`config.mk`:
```
export PLATFORM = sky130hd
export DESIGN_NAME = acc_adc_control
export DESIGN_NICKNAME = d
export VERILOG_FILES = /design/src/core/acc_pkg.sv /design/src/core/acc_adc_control.sv
export SDC_FILE = /design/constraint.sdc
export NUM_CORES = 1
export LEC_CHECK = 0
export BUFFER_PORTS_ARGS = -buffer_cell sky130_fd_sc_hd__buf_2
export CAP_MARGIN = 20
export CORE_MARGIN = 1.5
export CORE_UTILIZATION = 45
export CTS_CLUSTER_SIZE = 25
export DETAILED_ROUTE_END_ITERATION = 10
export GPL_ROUTABILITY_DRIVEN = 0
export PLACE_DENSITY = 0.69
export SLEW_MARGIN = 5
export SYNTH_ARGS = -nofsm -noshare
export SYNTH_HDL_FRONTEND = slang
export SYNTH_SLANG_ARGS = --single-unit
```
`constraint.sdc`:
```
create_clock -name ref_clk -period 3.12 [get_ports ref_clk]
set_clock_uncertainty 0.05 [all_clocks]
set_input_delay 0.936 -clock ref_clk [delete_from_list [all_inputs] [get_ports ref_clk]]
set_output_delay 0.936 -clock ref_clk [all_outputs]
set_load 0.02 [all_outputs]
```
`src/core/acc_pkg.sv`:
```
package acc_pkg;

  // ==========================================================
  // register byte offsets
  localparam logic [7:0] OFS_CONTROL_A     = 8'h00;
  localparam logic [7:0] OFS_RESULT_LOW    = 8'h04;
  localparam logic [7:0] OFS_RESULT_HIGH   = 8'h08;
  localparam logic [7:0] OFS_CONTROL_B     = 8'h0C;
  localparam logic [7:0] OFS_DISABLE_LOW   = 8'h10;
  localparam logic [7:0] OFS_DISABLE_HIGH  = 8'h14;
  localparam logic [7:0] OFS_FORMAT        = 8'h18;

  // ==========================================================
  // conversion_control_a fields
  localparam int BIT_CONVERTER_ON = 7;
  localparam int BIT_START        = 6;
  localparam int BIT_AUTO_TRIG    = 5;
  localparam int BIT_DONE_FLAG    = 4;
  localparam int BIT_DONE_IRQ_ON  = 3;
  localparam int POS_DIV_SEL      = 0;

  // conversion_control_b fields
  localparam int BIT_BIPOLAR      = 7;
  localparam int POS_TRIG_SEL     = 0;

  // input_disable_high field, format register field
  localparam int POS_OFF_HIGH     = 4;
  localparam int BIT_LEFT_ALIGN   = 0;

  // ==========================================================
  // reset values
  localparam logic [7:0] RST_CONTROL_A = 8'h00;
  localparam logic [7:0] RST_CONTROL_B = 8'h00;
  localparam logic [7:0] RST_DISABLE   = 8'h00;
  localparam logic [9:0] RST_RESULT    = 10'h000;

  // ==========================================================
  // timing, in converter clock cycles, and the unipolar saturated result
  localparam logic [4:0] FIRST_CONV_CYCLES  = 5'd25;
  localparam logic [4:0] NORMAL_CONV_CYCLES = 5'd13;
  localparam logic [9:0] UNIPOLAR_SATURATED = 10'h000;

  // trigger source codes
  localparam logic [2:0] TRIG_FREE_RUNNING = 3'h0;

  // ==========================================================
  typedef enum logic [1:0] {
    ST_IDLE  = 2'b00,
    ST_FIRST = 2'b01,
    ST_CONV  = 2'b11
  } acc_state_t;

endpackage

```
`src/core/acc_adc_control.sv`:
```
`timescale 1ns/100ps
`default_nettype none

module acc_adc_control
(
  // clock and reset
  input  wire logic        ref_clk,
  input  wire logic        rst_n,
  // apb slave
  input  wire logic        psel,
  input  wire logic        penable,
  input  wire logic        pwrite,
  input  wire logic [7:0]  paddr,
  input  wire logic [31:0] pwdata,
  output logic      [31:0] prdata,
  output logic             pready,
  output logic             pslverr,
  // interrupt handshake with the core
  input  wire logic        globalIrqOn,
  input  wire logic        irqVectorTaken,
  output logic             convIrq,
  // trigger flags 7..1 from peripherals, same clock
  input  wire logic [7:1]  trigFlags,
  // analog front end, asynchronous
  input  wire logic [9:0]  analogValue,
  input  wire logic        analogPosAbove,
  output logic             converterPowerOn,
  output logic             sampleActive,
  // converter pins
  input  wire logic [10:0] padIn,
  output logic      [10:0] pinInputOff,
  output logic      [10:0] portInput
);

  // ==========================================================
  // register state
  logic             onQ;
  logic             autoQ;
  logic             doneQ;
  logic             irqOnQ;
  logic [2:0]       divSelQ;
  logic             bipolarQ;
  logic [2:0]       trigSelQ;
  logic [7:0]       offLowQ;
  logic [2:0]       offHighQ;
  logic             leftAlignQ;
  logic [9:0]       result_q;
  logic             locked_q;
  acc_pkg::acc_state_t state_q;

  // ==========================================================
  // bus decode
  logic       accessDone;
  logic       wrEn;
  logic       rdEn;
  logic       mapped;
  logic [7:0] wb;

  assign accessDone = psel & penable & pready;
  assign wrEn       = accessDone & pwrite;
  assign rdEn       = accessDone & ~pwrite;
  assign wb         = pwdata[7:0];
  assign mapped     = (paddr == acc_pkg::OFS_CONTROL_A) | (paddr == acc_pkg::OFS_RESULT_LOW) |
                      (paddr == acc_pkg::OFS_RESULT_HIGH) | (paddr == acc_pkg::OFS_CONTROL_B) |
                      (paddr == acc_pkg::OFS_DISABLE_LOW) | (paddr == acc_pkg::OFS_DISABLE_HIGH) |
                      (paddr == acc_pkg::OFS_FORMAT);

  logic wrCtlA;
  assign wrCtlA = wrEn & (paddr == acc_pkg::OFS_CONTROL_A);

  // ==========================================================
  // helper functions
  function automatic logic [6:0] divLast(input logic [2:0] sel);
    logic [7:0] div;
    div = 8'h00;
    if (sel <= 3'd1)
      div = 8'h02;
    else
      div = 8'h01 << sel;
    divLast = 7'(div - 8'h01);
  endfunction

  // high or low result byte under the chosen alignment
  function automatic logic [7:0] resultByte(input logic [9:0] r, input logic la,
                                            input logic high);
    logic [7:0] b;
    b = 8'h00;
    if (la)
      b = high ? r[9:2] : {r[1:0], 6'h00};
    else
      b = high ? {6'h00, r[9:8]} : r[7:0];
    resultByte = b;
  endfunction

  // ==========================================================
  // analog input synchronisers
  logic [9:0] valMeta;
  logic [9:0] valSync;
  logic       posMeta;
  logic       posSync;
  logic [10:0] padMeta;
  logic [10:0] padSync;

  always_ff @(posedge ref_clk or negedge rst_n)
  begin
    if (!rst_n)
    begin
      valMeta <= 10'h000;
      valSync <= 10'h000;
      posMeta <= 1'b0;
      posSync <= 1'b0;
      padMeta <= 11'h000;
      padSync <= 11'h000;
    end
    else
    begin
      valMeta <= analogValue;
      valSync <= valMeta;
      posMeta <= analogPosAbove;
      posSync <= posMeta;
      padMeta <= padIn;
      padSync <= padMeta;
    end
  end

  // ==========================================================
  // prescaler
  logic [6:0] preCnt;
  logic       tick;

  // divide by selected factor
  // compare is >= so a smaller divisor written mid-count cannot wrap the counter
  assign tick = onQ & (preCnt >= divLast(divSelQ));

  always_ff @(posedge ref_clk or negedge rst_n)
  begin
    if (!rst_n)
      preCnt <= 7'h00;
    else if (!onQ || tick)
      preCnt <= 7'h00;
    else
      preCnt <= preCnt + 7'h01;
  end

  // ==========================================================
  // trigger selection
  logic trigLevel;
  logic trigPrev;
  logic doneSetEv;
  logic trigEdge;

  always_comb
  begin
    trigLevel = 1'b0;
    case (trigSelQ)
      acc_pkg::TRIG_FREE_RUNNING: trigLevel = 1'b0;
      default:                    trigLevel = trigFlags[trigSelQ];
    endcase
  end

  // rising flag edge; a switched-in set source counts
  // free-running uses completion events only, never a level edge
  assign trigEdge = (trigSelQ == acc_pkg::TRIG_FREE_RUNNING) ? doneSetEv
                                                             : (trigLevel & ~trigPrev);

  always_ff @(posedge ref_clk or negedge rst_n)
  begin
    if (!rst_n)
      trigPrev <= 1'b0;
    else
      trigPrev <= trigLevel;
  end

  // ==========================================================
  // conversion sequencer
  logic       initPending;
  logic [4:0] cycCnt;
  logic       busy;
  logic       swStart;
  logic       autoStart;
  logic       startNow;
  logic       finish;
  logic       newOn;

  assign busy    = (state_q != acc_pkg::ST_IDLE);
  assign newOn   = wrCtlA ? wb[acc_pkg::BIT_CONVERTER_ON] : onQ;
  // a write of one starts; zero and writes while busy ignored
  assign swStart = wrCtlA & wb[acc_pkg::BIT_START] & wb[acc_pkg::BIT_CONVERTER_ON] & ~busy;
  // auto trigger only when enabled and converter on
  assign autoStart = autoQ & onQ & newOn & trigEdge & ~busy;
  assign startNow  = swStart | autoStart;
  assign finish    = tick & busy & (cycCnt == ((state_q == acc_pkg::ST_FIRST) ?
                     (acc_pkg::FIRST_CONV_CYCLES - 5'd1) :
                     (acc_pkg::NORMAL_CONV_CYCLES - 5'd1)));

  always_ff @(posedge ref_clk or negedge rst_n)
  begin
    if (!rst_n)
      initPending <= 1'b0;
    else if (!newOn)
      initPending <= 1'b0;
    // a start in the enabling write already is the long conversion
    else if (newOn && !onQ)
      initPending <= ~startNow;
    else if (startNow)
      initPending <= 1'b0;
  end

  always_ff @(posedge ref_clk or negedge rst_n)
  begin
    if (!rst_n)
    begin
      state_q <= acc_pkg::ST_IDLE;
      cycCnt  <= 5'd0;
    end
    else if (!newOn)
    begin
      state_q <= acc_pkg::ST_IDLE;
      cycCnt  <= 5'd0;
    end
    else
    begin
      case (state_q)
        acc_pkg::ST_IDLE:
        begin
          cycCnt <= 5'd0;
          if (startNow)
            state_q <= (initPending || !onQ) ? acc_pkg::ST_FIRST : acc_pkg::ST_CONV;
        end
        acc_pkg::ST_FIRST, acc_pkg::ST_CONV:
        begin
          if (finish)
          begin
            state_q <= acc_pkg::ST_IDLE;
            cycCnt  <= 5'd0;
          end
          else if (tick)
            cycCnt <= cycCnt + 5'd1;
        end
        default:
          state_q <= acc_pkg::ST_IDLE;
      endcase
    end
  end

  // ==========================================================
  // result capture and lock
  logic [9:0] formatted;
  logic [9:0] magnitude;

  assign magnitude = {1'b0, valSync[8:0]};

  always_comb
  begin
    formatted = valSync;
    // two's complement with sign from input polarity
    if (bipolarQ)
      formatted = posSync ? magnitude : 10'(~magnitude + 10'h001);
    // unipolar saturation when input not positive
    else if (!posSync)
      formatted = acc_pkg::UNIPOLAR_SATURATED;
  end

  always_ff @(posedge ref_clk or negedge rst_n)
  begin
    if (!rst_n)
      result_q <= acc_pkg::RST_RESULT;
    // frozen while the low byte has been read
    else if (finish && !locked_q)
      result_q <= formatted;
  end

  always_ff @(posedge ref_clk or negedge rst_n)
  begin
    if (!rst_n)
      locked_q <= 1'b0;
    else if (rdEn && paddr == acc_pkg::OFS_RESULT_HIGH)
      locked_q <= 1'b0;
    else if (rdEn && paddr == acc_pkg::OFS_RESULT_LOW)
      locked_q <= 1'b1;
  end

  // ==========================================================
  // done flag
  always_ff @(posedge ref_clk or negedge rst_n)
  begin
    if (!rst_n)
    begin
      doneQ     <= 1'b0;
      doneSetEv <= 1'b0;
    end
    else
    begin
      doneSetEv <= finish;
      // set on completion, winning over any clear
      if (finish)
        doneQ <= 1'b1;
      else if (irqVectorTaken || (wrCtlA && wb[acc_pkg::BIT_DONE_FLAG]))
        doneQ <= 1'b0;
    end
  end

  // ==========================================================
  // control registers
  always_ff @(posedge ref_clk or negedge rst_n)
  begin
    if (!rst_n)
    begin
      onQ     <= acc_pkg::RST_CONTROL_A[acc_pkg::BIT_CONVERTER_ON];
      autoQ   <= acc_pkg::RST_CONTROL_A[acc_pkg::BIT_AUTO_TRIG];
      irqOnQ  <= acc_pkg::RST_CONTROL_A[acc_pkg::BIT_DONE_IRQ_ON];
      divSelQ <= acc_pkg::RST_CONTROL_A[acc_pkg::POS_DIV_SEL +: 3];
    end
    else if (wrCtlA)
    begin
      onQ     <= wb[acc_pkg::BIT_CONVERTER_ON];
      autoQ   <= wb[acc_pkg::BIT_AUTO_TRIG];
      irqOnQ  <= wb[acc_pkg::BIT_DONE_IRQ_ON];
      divSelQ <= wb[acc_pkg::POS_DIV_SEL +: 3];
    end
  end

  always_ff @(posedge ref_clk or negedge rst_n)
  begin
    if (!rst_n)
    begin
      bipolarQ   <= acc_pkg::RST_CONTROL_B[acc_pkg::BIT_BIPOLAR];
      trigSelQ   <= acc_pkg::RST_CONTROL_B[acc_pkg::POS_TRIG_SEL +: 3];
      offLowQ    <= acc_pkg::RST_DISABLE;
      offHighQ   <= acc_pkg::RST_DISABLE[acc_pkg::POS_OFF_HIGH +: 3];
      leftAlignQ <= 1'b0;
    end
    else if (wrEn)
    begin
      case (paddr)
        acc_pkg::OFS_CONTROL_B:
        begin
          bipolarQ <= wb[acc_pkg::BIT_BIPOLAR];
          trigSelQ <= wb[acc_pkg::POS_TRIG_SEL +: 3];
        end
        acc_pkg::OFS_DISABLE_LOW:  offLowQ    <= wb;
        acc_pkg::OFS_DISABLE_HIGH: offHighQ   <= wb[acc_pkg::POS_OFF_HIGH +: 3];
        acc_pkg::OFS_FORMAT:       leftAlignQ <= wb[acc_pkg::BIT_LEFT_ALIGN];
        default:                   leftAlignQ <= leftAlignQ;
      endcase
    end
  end

  // ==========================================================
  // read mux
  logic [7:0] rdByte;

  always_comb
  begin
    rdByte = 8'h00;
    case (paddr)
      acc_pkg::OFS_CONTROL_A:    rdByte = {onQ, busy, autoQ, doneQ, irqOnQ, divSelQ};
      acc_pkg::OFS_RESULT_LOW:   rdByte = resultByte(result_q, leftAlignQ, 1'b0);
      acc_pkg::OFS_RESULT_HIGH:  rdByte = resultByte(result_q, leftAlignQ, 1'b1);
      acc_pkg::OFS_CONTROL_B:    rdByte = {bipolarQ, 4'h0, trigSelQ};
      acc_pkg::OFS_DISABLE_LOW:  rdByte = offLowQ;
      acc_pkg::OFS_DISABLE_HIGH: rdByte = {1'b0, offHighQ, 4'h0};
      acc_pkg::OFS_FORMAT:       rdByte = {7'h00, leftAlignQ};
      default:                   rdByte = 8'h00;
    endcase
  end

  // one wait state: pready rises on the second access cycle
  always_ff @(posedge ref_clk or negedge rst_n)
  begin
    if (!rst_n)
    begin
      pready  <= 1'b0;
      prdata  <= 32'h0000_0000;
      pslverr <= 1'b0;
    end
    else
    begin
      pready  <= psel & penable & ~pready;
      prdata  <= (psel & penable & ~pready & ~pwrite) ? {24'h00_0000, rdByte} : 32'h0000_0000;
      pslverr <= psel & penable & ~pready & ~mapped;
    end
  end

  // ==========================================================
  // outputs
  always_ff @(posedge ref_clk or negedge rst_n)
  begin
    if (!rst_n)
    begin
      convIrq          <= 1'b0;
      converterPowerOn <= 1'b0;
      sampleActive     <= 1'b0;
      pinInputOff      <= 11'h000;
      portInput        <= 11'h000;
    end
    else
    begin
      // request needs flag, local enable and global enable
      convIrq          <= doneQ & irqOnQ & globalIrqOn & ~irqVectorTaken;
      converterPowerOn <= onQ;
      sampleActive     <= busy;
      pinInputOff      <= {offHighQ, offLowQ};
      portInput        <= padSync & ~{offHighQ, offLowQ};
    end
  end

endmodule

`default_nettype wire

```
---- Yosys cells after proc, flatten, opt, wreduce, memory -nomap -nowiden ----
Index checks and enable logic that the tools add are counted.
operators by class
  add/sub/neg operators ................... 4
  order comparisons ....................... 3
  equality and inequality tests ........... 14
  shift operators ......................... 1
  mux-type cells .......................... 31
  bitwise logic cells ..................... 39
  reduce and logical (&&, ||, !) cells .... 23
operators with widths
  operator                                                               count
  8-bit case mux with 7 select lines                                     1
  10-bit two-way mux                                                     3
  8-bit by 5-bit equality test with 1-bit output, second input constant  3
  8-bit two-way mux                                                      3
  1-bit AND                                                              22
  5-bit two-way mux                                                      4
  8-bit by 4-bit equality test with 1-bit output, second input constant  2
  7-bit two-way mux                                                      2
  2-bit AND reduction                                                    6
  11-bit AND                                                             1
  1-bit two-way mux                                                      11
  11-bit inverter                                                        1
  10-bit by 1-bit adder with 10-bit output, second input constant        1
  9-bit inverter with 10-bit output                                      1
  5-bit case mux with 2 select lines                                     1
  8-bit by 3-bit equality test with 1-bit output, second input constant  1
  8-bit logical NOT                                                      1
  2-bit two-way mux                                                      4
  7-bit by 1-bit adder with 7-bit output, second input constant          1
  7-bit >= comparator                                                    1
  1-bit inverter                                                         7
  1-bit OR                                                               7
  1-bit by 3-bit left shift with 7-bit output, first input constant      1
  7-bit by 1-bit subtractor with 7-bit output, second input constant     1
  19 further kinds                                                       29
word-level totals
  bits in registers ....................... 130
  input bits .............................. 76
  output and inout bits ................... 59
  word-level logic and storage cells ...... 147

---- Logic depth before layout (Yosys ltp) ----
  depth in word-level cells ............... 12
  depth in mapped cells ................... 12

---- Worst setup path after synthesis ----
No wires, ideal clock.
  path kind ............................... register -> register
  start point ............................. register divSelQ[2]
  end point ............................... register result_q[1]
  library setup time ...................... 125 ps
  data arrival time ....................... 2630 ps
  data required time ...................... 2945 ps
  slack ................................... 315 ps
  cell stages (with the launch flop) ...... 13
  path buffers ............................ 0
  clock period less this slack ............ 2805 ps
  path through ............................ dfrtp_1 > inv_1 > nand2_1 > ha_1 > nor3_1 > a21o_1 > a21oi_1 > ha_1 > nand4_1 > nor2_1 > a211oi_4 > nor3_4 > mux2_2
on the way
  longest elaborated chain between the ends .. 8
  elaborated cells between the ends (all ways) .. 9
ends and longest elaborated chain
  item                                                                                                                      RTL line                                      source
  start, declared                                                                                                           acc_adc_control.sv:41                         logic [2:0] divSelQ;
  start signal, assigned                                                                                                    acc_adc_control.sv:312                        divSelQ <= acc_pkg::RST_CONTROL_A[acc_pkg::POS_DIV_SEL +: 3];
  start signal, assigned                                                                                                    acc_adc_control.sv:319                        divSelQ <= wb[acc_pkg::POS_DIV_SEL +: 3];
  3-bit by 1-bit less-or-equal comparator with 1-bit output or 1-bit by 3-bit left shift with 7-bit output (tied branches)  acc_adc_control.sv:76, acc_adc_control.sv:79
  7-bit two-way mux (*)                                                                                                     acc_adc_control.sv:76                         if (sel <= 3'd1)
  7-bit by 1-bit subtractor with 7-bit output (*)                                                                           acc_adc_control.sv:80                         divLast = 7'(div - 8'h01);
  7-bit >= comparator (*)                                                                                                   acc_adc_control.sv:133                        assign tick = onQ & (preCnt >= divLast(divSelQ));
  1-bit AND (*)                                                                                                             acc_adc_control.sv:133
  1-bit AND (*) (2 in a row)                                                                                                acc_adc_control.sv:192                        assign finish = tick & busy & (cycCnt == ((state_q == acc_pkg::ST_FIRST) ?
  1-bit logical AND (*)                                                                                                     acc_adc_control.sv:269                        else if (finish && !locked_q)
  end signal, assigned                                                                                                      acc_adc_control.sv:267                        result_q <= acc_pkg::RST_RESULT;
  end signal, assigned                                                                                                      acc_adc_control.sv:270                        result_q <= formatted;
  end, declared                                                                                                             acc_adc_control.sv:47                         logic [9:0] result_q;
Mark *: on every way between the ends. The rest lies on a longest branch, timed or not.
A chain may end at the register's enable or synchronous reset.

---- Worst setup path in the final report ----
  start point ............................. register divSelQ[1]
  end point ............................... register result_q[3]
Same word-level chain as after synthesis.

==> metrics.md <==
| Metric | Value |
|---|---|
| Tcrit/Tclk final | 0.9557 |
| Design Area, Final | 6822 um2 |
| Mapped cell area | 5567 um2 |
| Seq pwr share | 0.438 |
| Initial antenna violation count | 0 |
| Dominant synthesized flop cell | dfrtp_1 |
| Synthesized flop and latch total | 130 |
| Ys Warns | 0 |
| CP max FO | 10 |
| Setup ws final | 0.1382 ns |
| Die area | 13,050 um2 |
| Total power | 3.980 mW |
| WHS | 0.2940 ns |
| DP Wirelength | 8.505 mm |
| Clk sinks | 130 |
| Slew headroom | 0.5493 |
| Pins Over Slew Limit | 0 |
| Largest net degree at the start of global routing | 131 |
| Tot GR Track Use | 0.1973 |
| Iteration count of the initial detailed-routing pass | 5 |
| Final ANT Viol Nets | 0 |
| Async S/R FF share, synth | 1.000 |
| Initial DRC Count | 301 |
| Port buffer count | 86 |
| FMAX | 335.4 MHz |
| Drt drc | 0 |
| First-pass GRT wire length | 19.38 mm |
| Startpoint Class | flop |
| Final Util | 0.5656 |
| Register area share after synthesis | 0.5844 |
| Critical Setup Path Class | reg2reg |
| LEAKAGE | 3.313 nW |
| Worst-margin pin slew | 0.6760 ns |
| DP Worst Slack | 0.08442 ns |
| CP arrival | 3.23 ns |
| Placed Area | 6177 um2 |
| Post-synthesis cell count | 459 |
| CTS clk-pin slew, worst paths | 0.06 ns |
| Internal power | 3.079 mW |
| CTS root buf | clkbuf_16 |
| EDFF count, synth | 0 |
| CP required | 3.37 ns |
| Grt ovf | 0 |
| Share of cells above drive strength 1 | 0.3085 |
| Filler cell count | 1,012 |
| FF/Latch Area | 3254 um2 |
| Starting Density | 0.4615 |
| Vias in the first global route | 3,901 |
| Rows | 40 |
| Antenna cells | 0 |
| Count leader, synth | dfrtp_1 |
| Net Sw Frac | 0.2264 |
| Synth top area cells | dfrtp_1 58%, mux2_2 6.1%, buf_4 3.2%, ha_1 2.7%, nor2_1 2.2% |
| Final setup fails | 0 |
| Max rail drop VDD | 0.0003995 V |
| CTS HTree Levels | 4 |
| Period minus WS final | 2.982 ns |
| P&R area growth vs syn | 22.54% |
| TritonCTS clock tree | done |
| Synth area leader | dfrtp_1 |
| Clock Latency Late Sink | 0.42 ns |
| CTS buffer count | 17 |
| Nets@finish | 652 |
| DRT Wirelength | 11.99 mm |
| Area of the multi-input gates | 2140 um2 |
| Avg WL per Cell | 16.09 um |
| Max Cap Viol | 0 |
| Drt via density | 5.258 |
| Clk network pwr share | 0.513 |
| Post-synthesis cell type count | 65 |
| Share of the synthesized area in the top cell type | 0.5844 |
| Hold WC Path Type | reg2reg |
| Die width | 114.2 um |
| CTS Hold Buffers Added | 0 |
| Syn avg cell area | 12.13 um2 |
| Outcome | completed |
| Core Area | 12,060 um2 |
| Logic gate share of total power | 0.049 |
| Crit. End Element | flop |
| PwrDens | 583.5 nW/um2 |
| Post-synth top cells | 130 x dfrtp_1, 32 x nor2_1, 30 x mux2_2 |
| # IOs | 135 |
| Fin. Hold Viols | 0 |
| Via Count | 3,917 |
| Clk buf depth | 2 |
| Net Switching | 0.9013 mW |
| Die Ht | 114.2 um |
==> timing repair <==
item	4_1_cts	5_1_grt
gates resized for setup	0	8
setup endpoints to repair	0	15
buffers inserted	0	1
hold endpoints to repair	0	0
==> power groups by stage <==
stage                     Clock, mW  Sequential (mW)  Combinational (mW)
final                          2.04             1.74               0.193
after global routing           2.16             1.75               0.217
after CTS                      2.08             1.74               0.195
after detailed placement          0             1.77               0.194
after global placement            0             1.77               0.188
after floorplan                   0             1.78               0.104
==> kinds of logic after synthesis <==
family          count (synthesis)  share of synthesized area
compound gates                 80                    0.09913
xor+xnor                        6                   0.009442
fa+ha+maj                      12                    0.02697
buf+inv                        50                    0.05012
flops                         130                     0.5844
mux                            43                    0.08654
other cells                     2                   0.001349
simple gates                  136                     0.1421
==> through the flow <==
step | std cells | TNS (ns)
after global placement | 712 | 0
after global routing | 745 | -0.03693
final | 745 | 0
after CTS | 744 | 0
after detailed placement | 712 | 0
after floorplan | 483 | 0
==> state kept, by name, indices dropped and copies added, names as in the netlist, 2 cells and up <==
signal,count
preCnt,7
padSync,11
state_q,2
offLowQ,8
padMeta,11
trigSelQ,3
portInput,11
result_q,10
cycCnt,5
divSelQ,3
valSync,10
offHighQ,3
prdata,8
pinInputOff,11
valMeta,10
==> metal layers <==
layer	GRT usage	share of wire	vias up
met4	0.08167	0.019	0
met5	0	0	-
met3	0.06458	0.071	22
met1	0.2544	0.42	1911
li1	-	-	1819
met2	0.3088	0.49	165
==> worst paths after layout <==
| path | depth (start not counted) | slack, ns | end | from |
|---|---|---|---|---|
| max | 13 | 0.14 | result_q[3] | divSelQ[1] |
| min | 0 | 0.29 | valSync[4] | valMeta[4] |
| max reg2reg | 13 | 0.14 | result_q[3] | divSelQ[1] |
| min reg2reg | 0 | 0.29 | valSync[4] | valMeta[4] |
| max in group asynchronous | 2 | 1.96 | divSelQ[1] | rst_n |
| min in group asynchronous | 2 | 0.54 | converterPowerOn | rst_n |
==> worst max-delay path, stage by stage (launching register included) <==
cell and delay [ns]:
dfrtp_2 0.44, inv_2 0.09, nand2_1 0.08, ha_2 0.23, nor3_2 0.18, a21o_1 0.11, a21oi_1 0.08, ha_1 0.29
a211oi_1 0.22, nor2_1 0.13, a211oi_4 0.41, nor3_4 0.09, buf_12 0.16, mux2_1 0.30
==> layout by cell type, fill, tap and decap left out, drive strengths merged, types with 12 or more instances in the layout <==
master	n
dfrtp	130
buf	97
nor2	32
mux2	31
nand2	27
conb	26
inv	20
clkbuf	19
o21ai	17
a21oi	15
nor2b	13
ha	12
==> area by class of cell <==
type / count / share of cell area
clock inverters: 13 / 0.02550
flip-flops and latches: 130 / 0.4771
repair buffers: 97 / 0.07979
multi-input cells: 303 / 0.3136
inverters: 15 / 0.008254
well taps: 168 / 0.03081
clock buffers: 19 / 0.06493
Note: power is estimated with default switching activity, not from simulation.
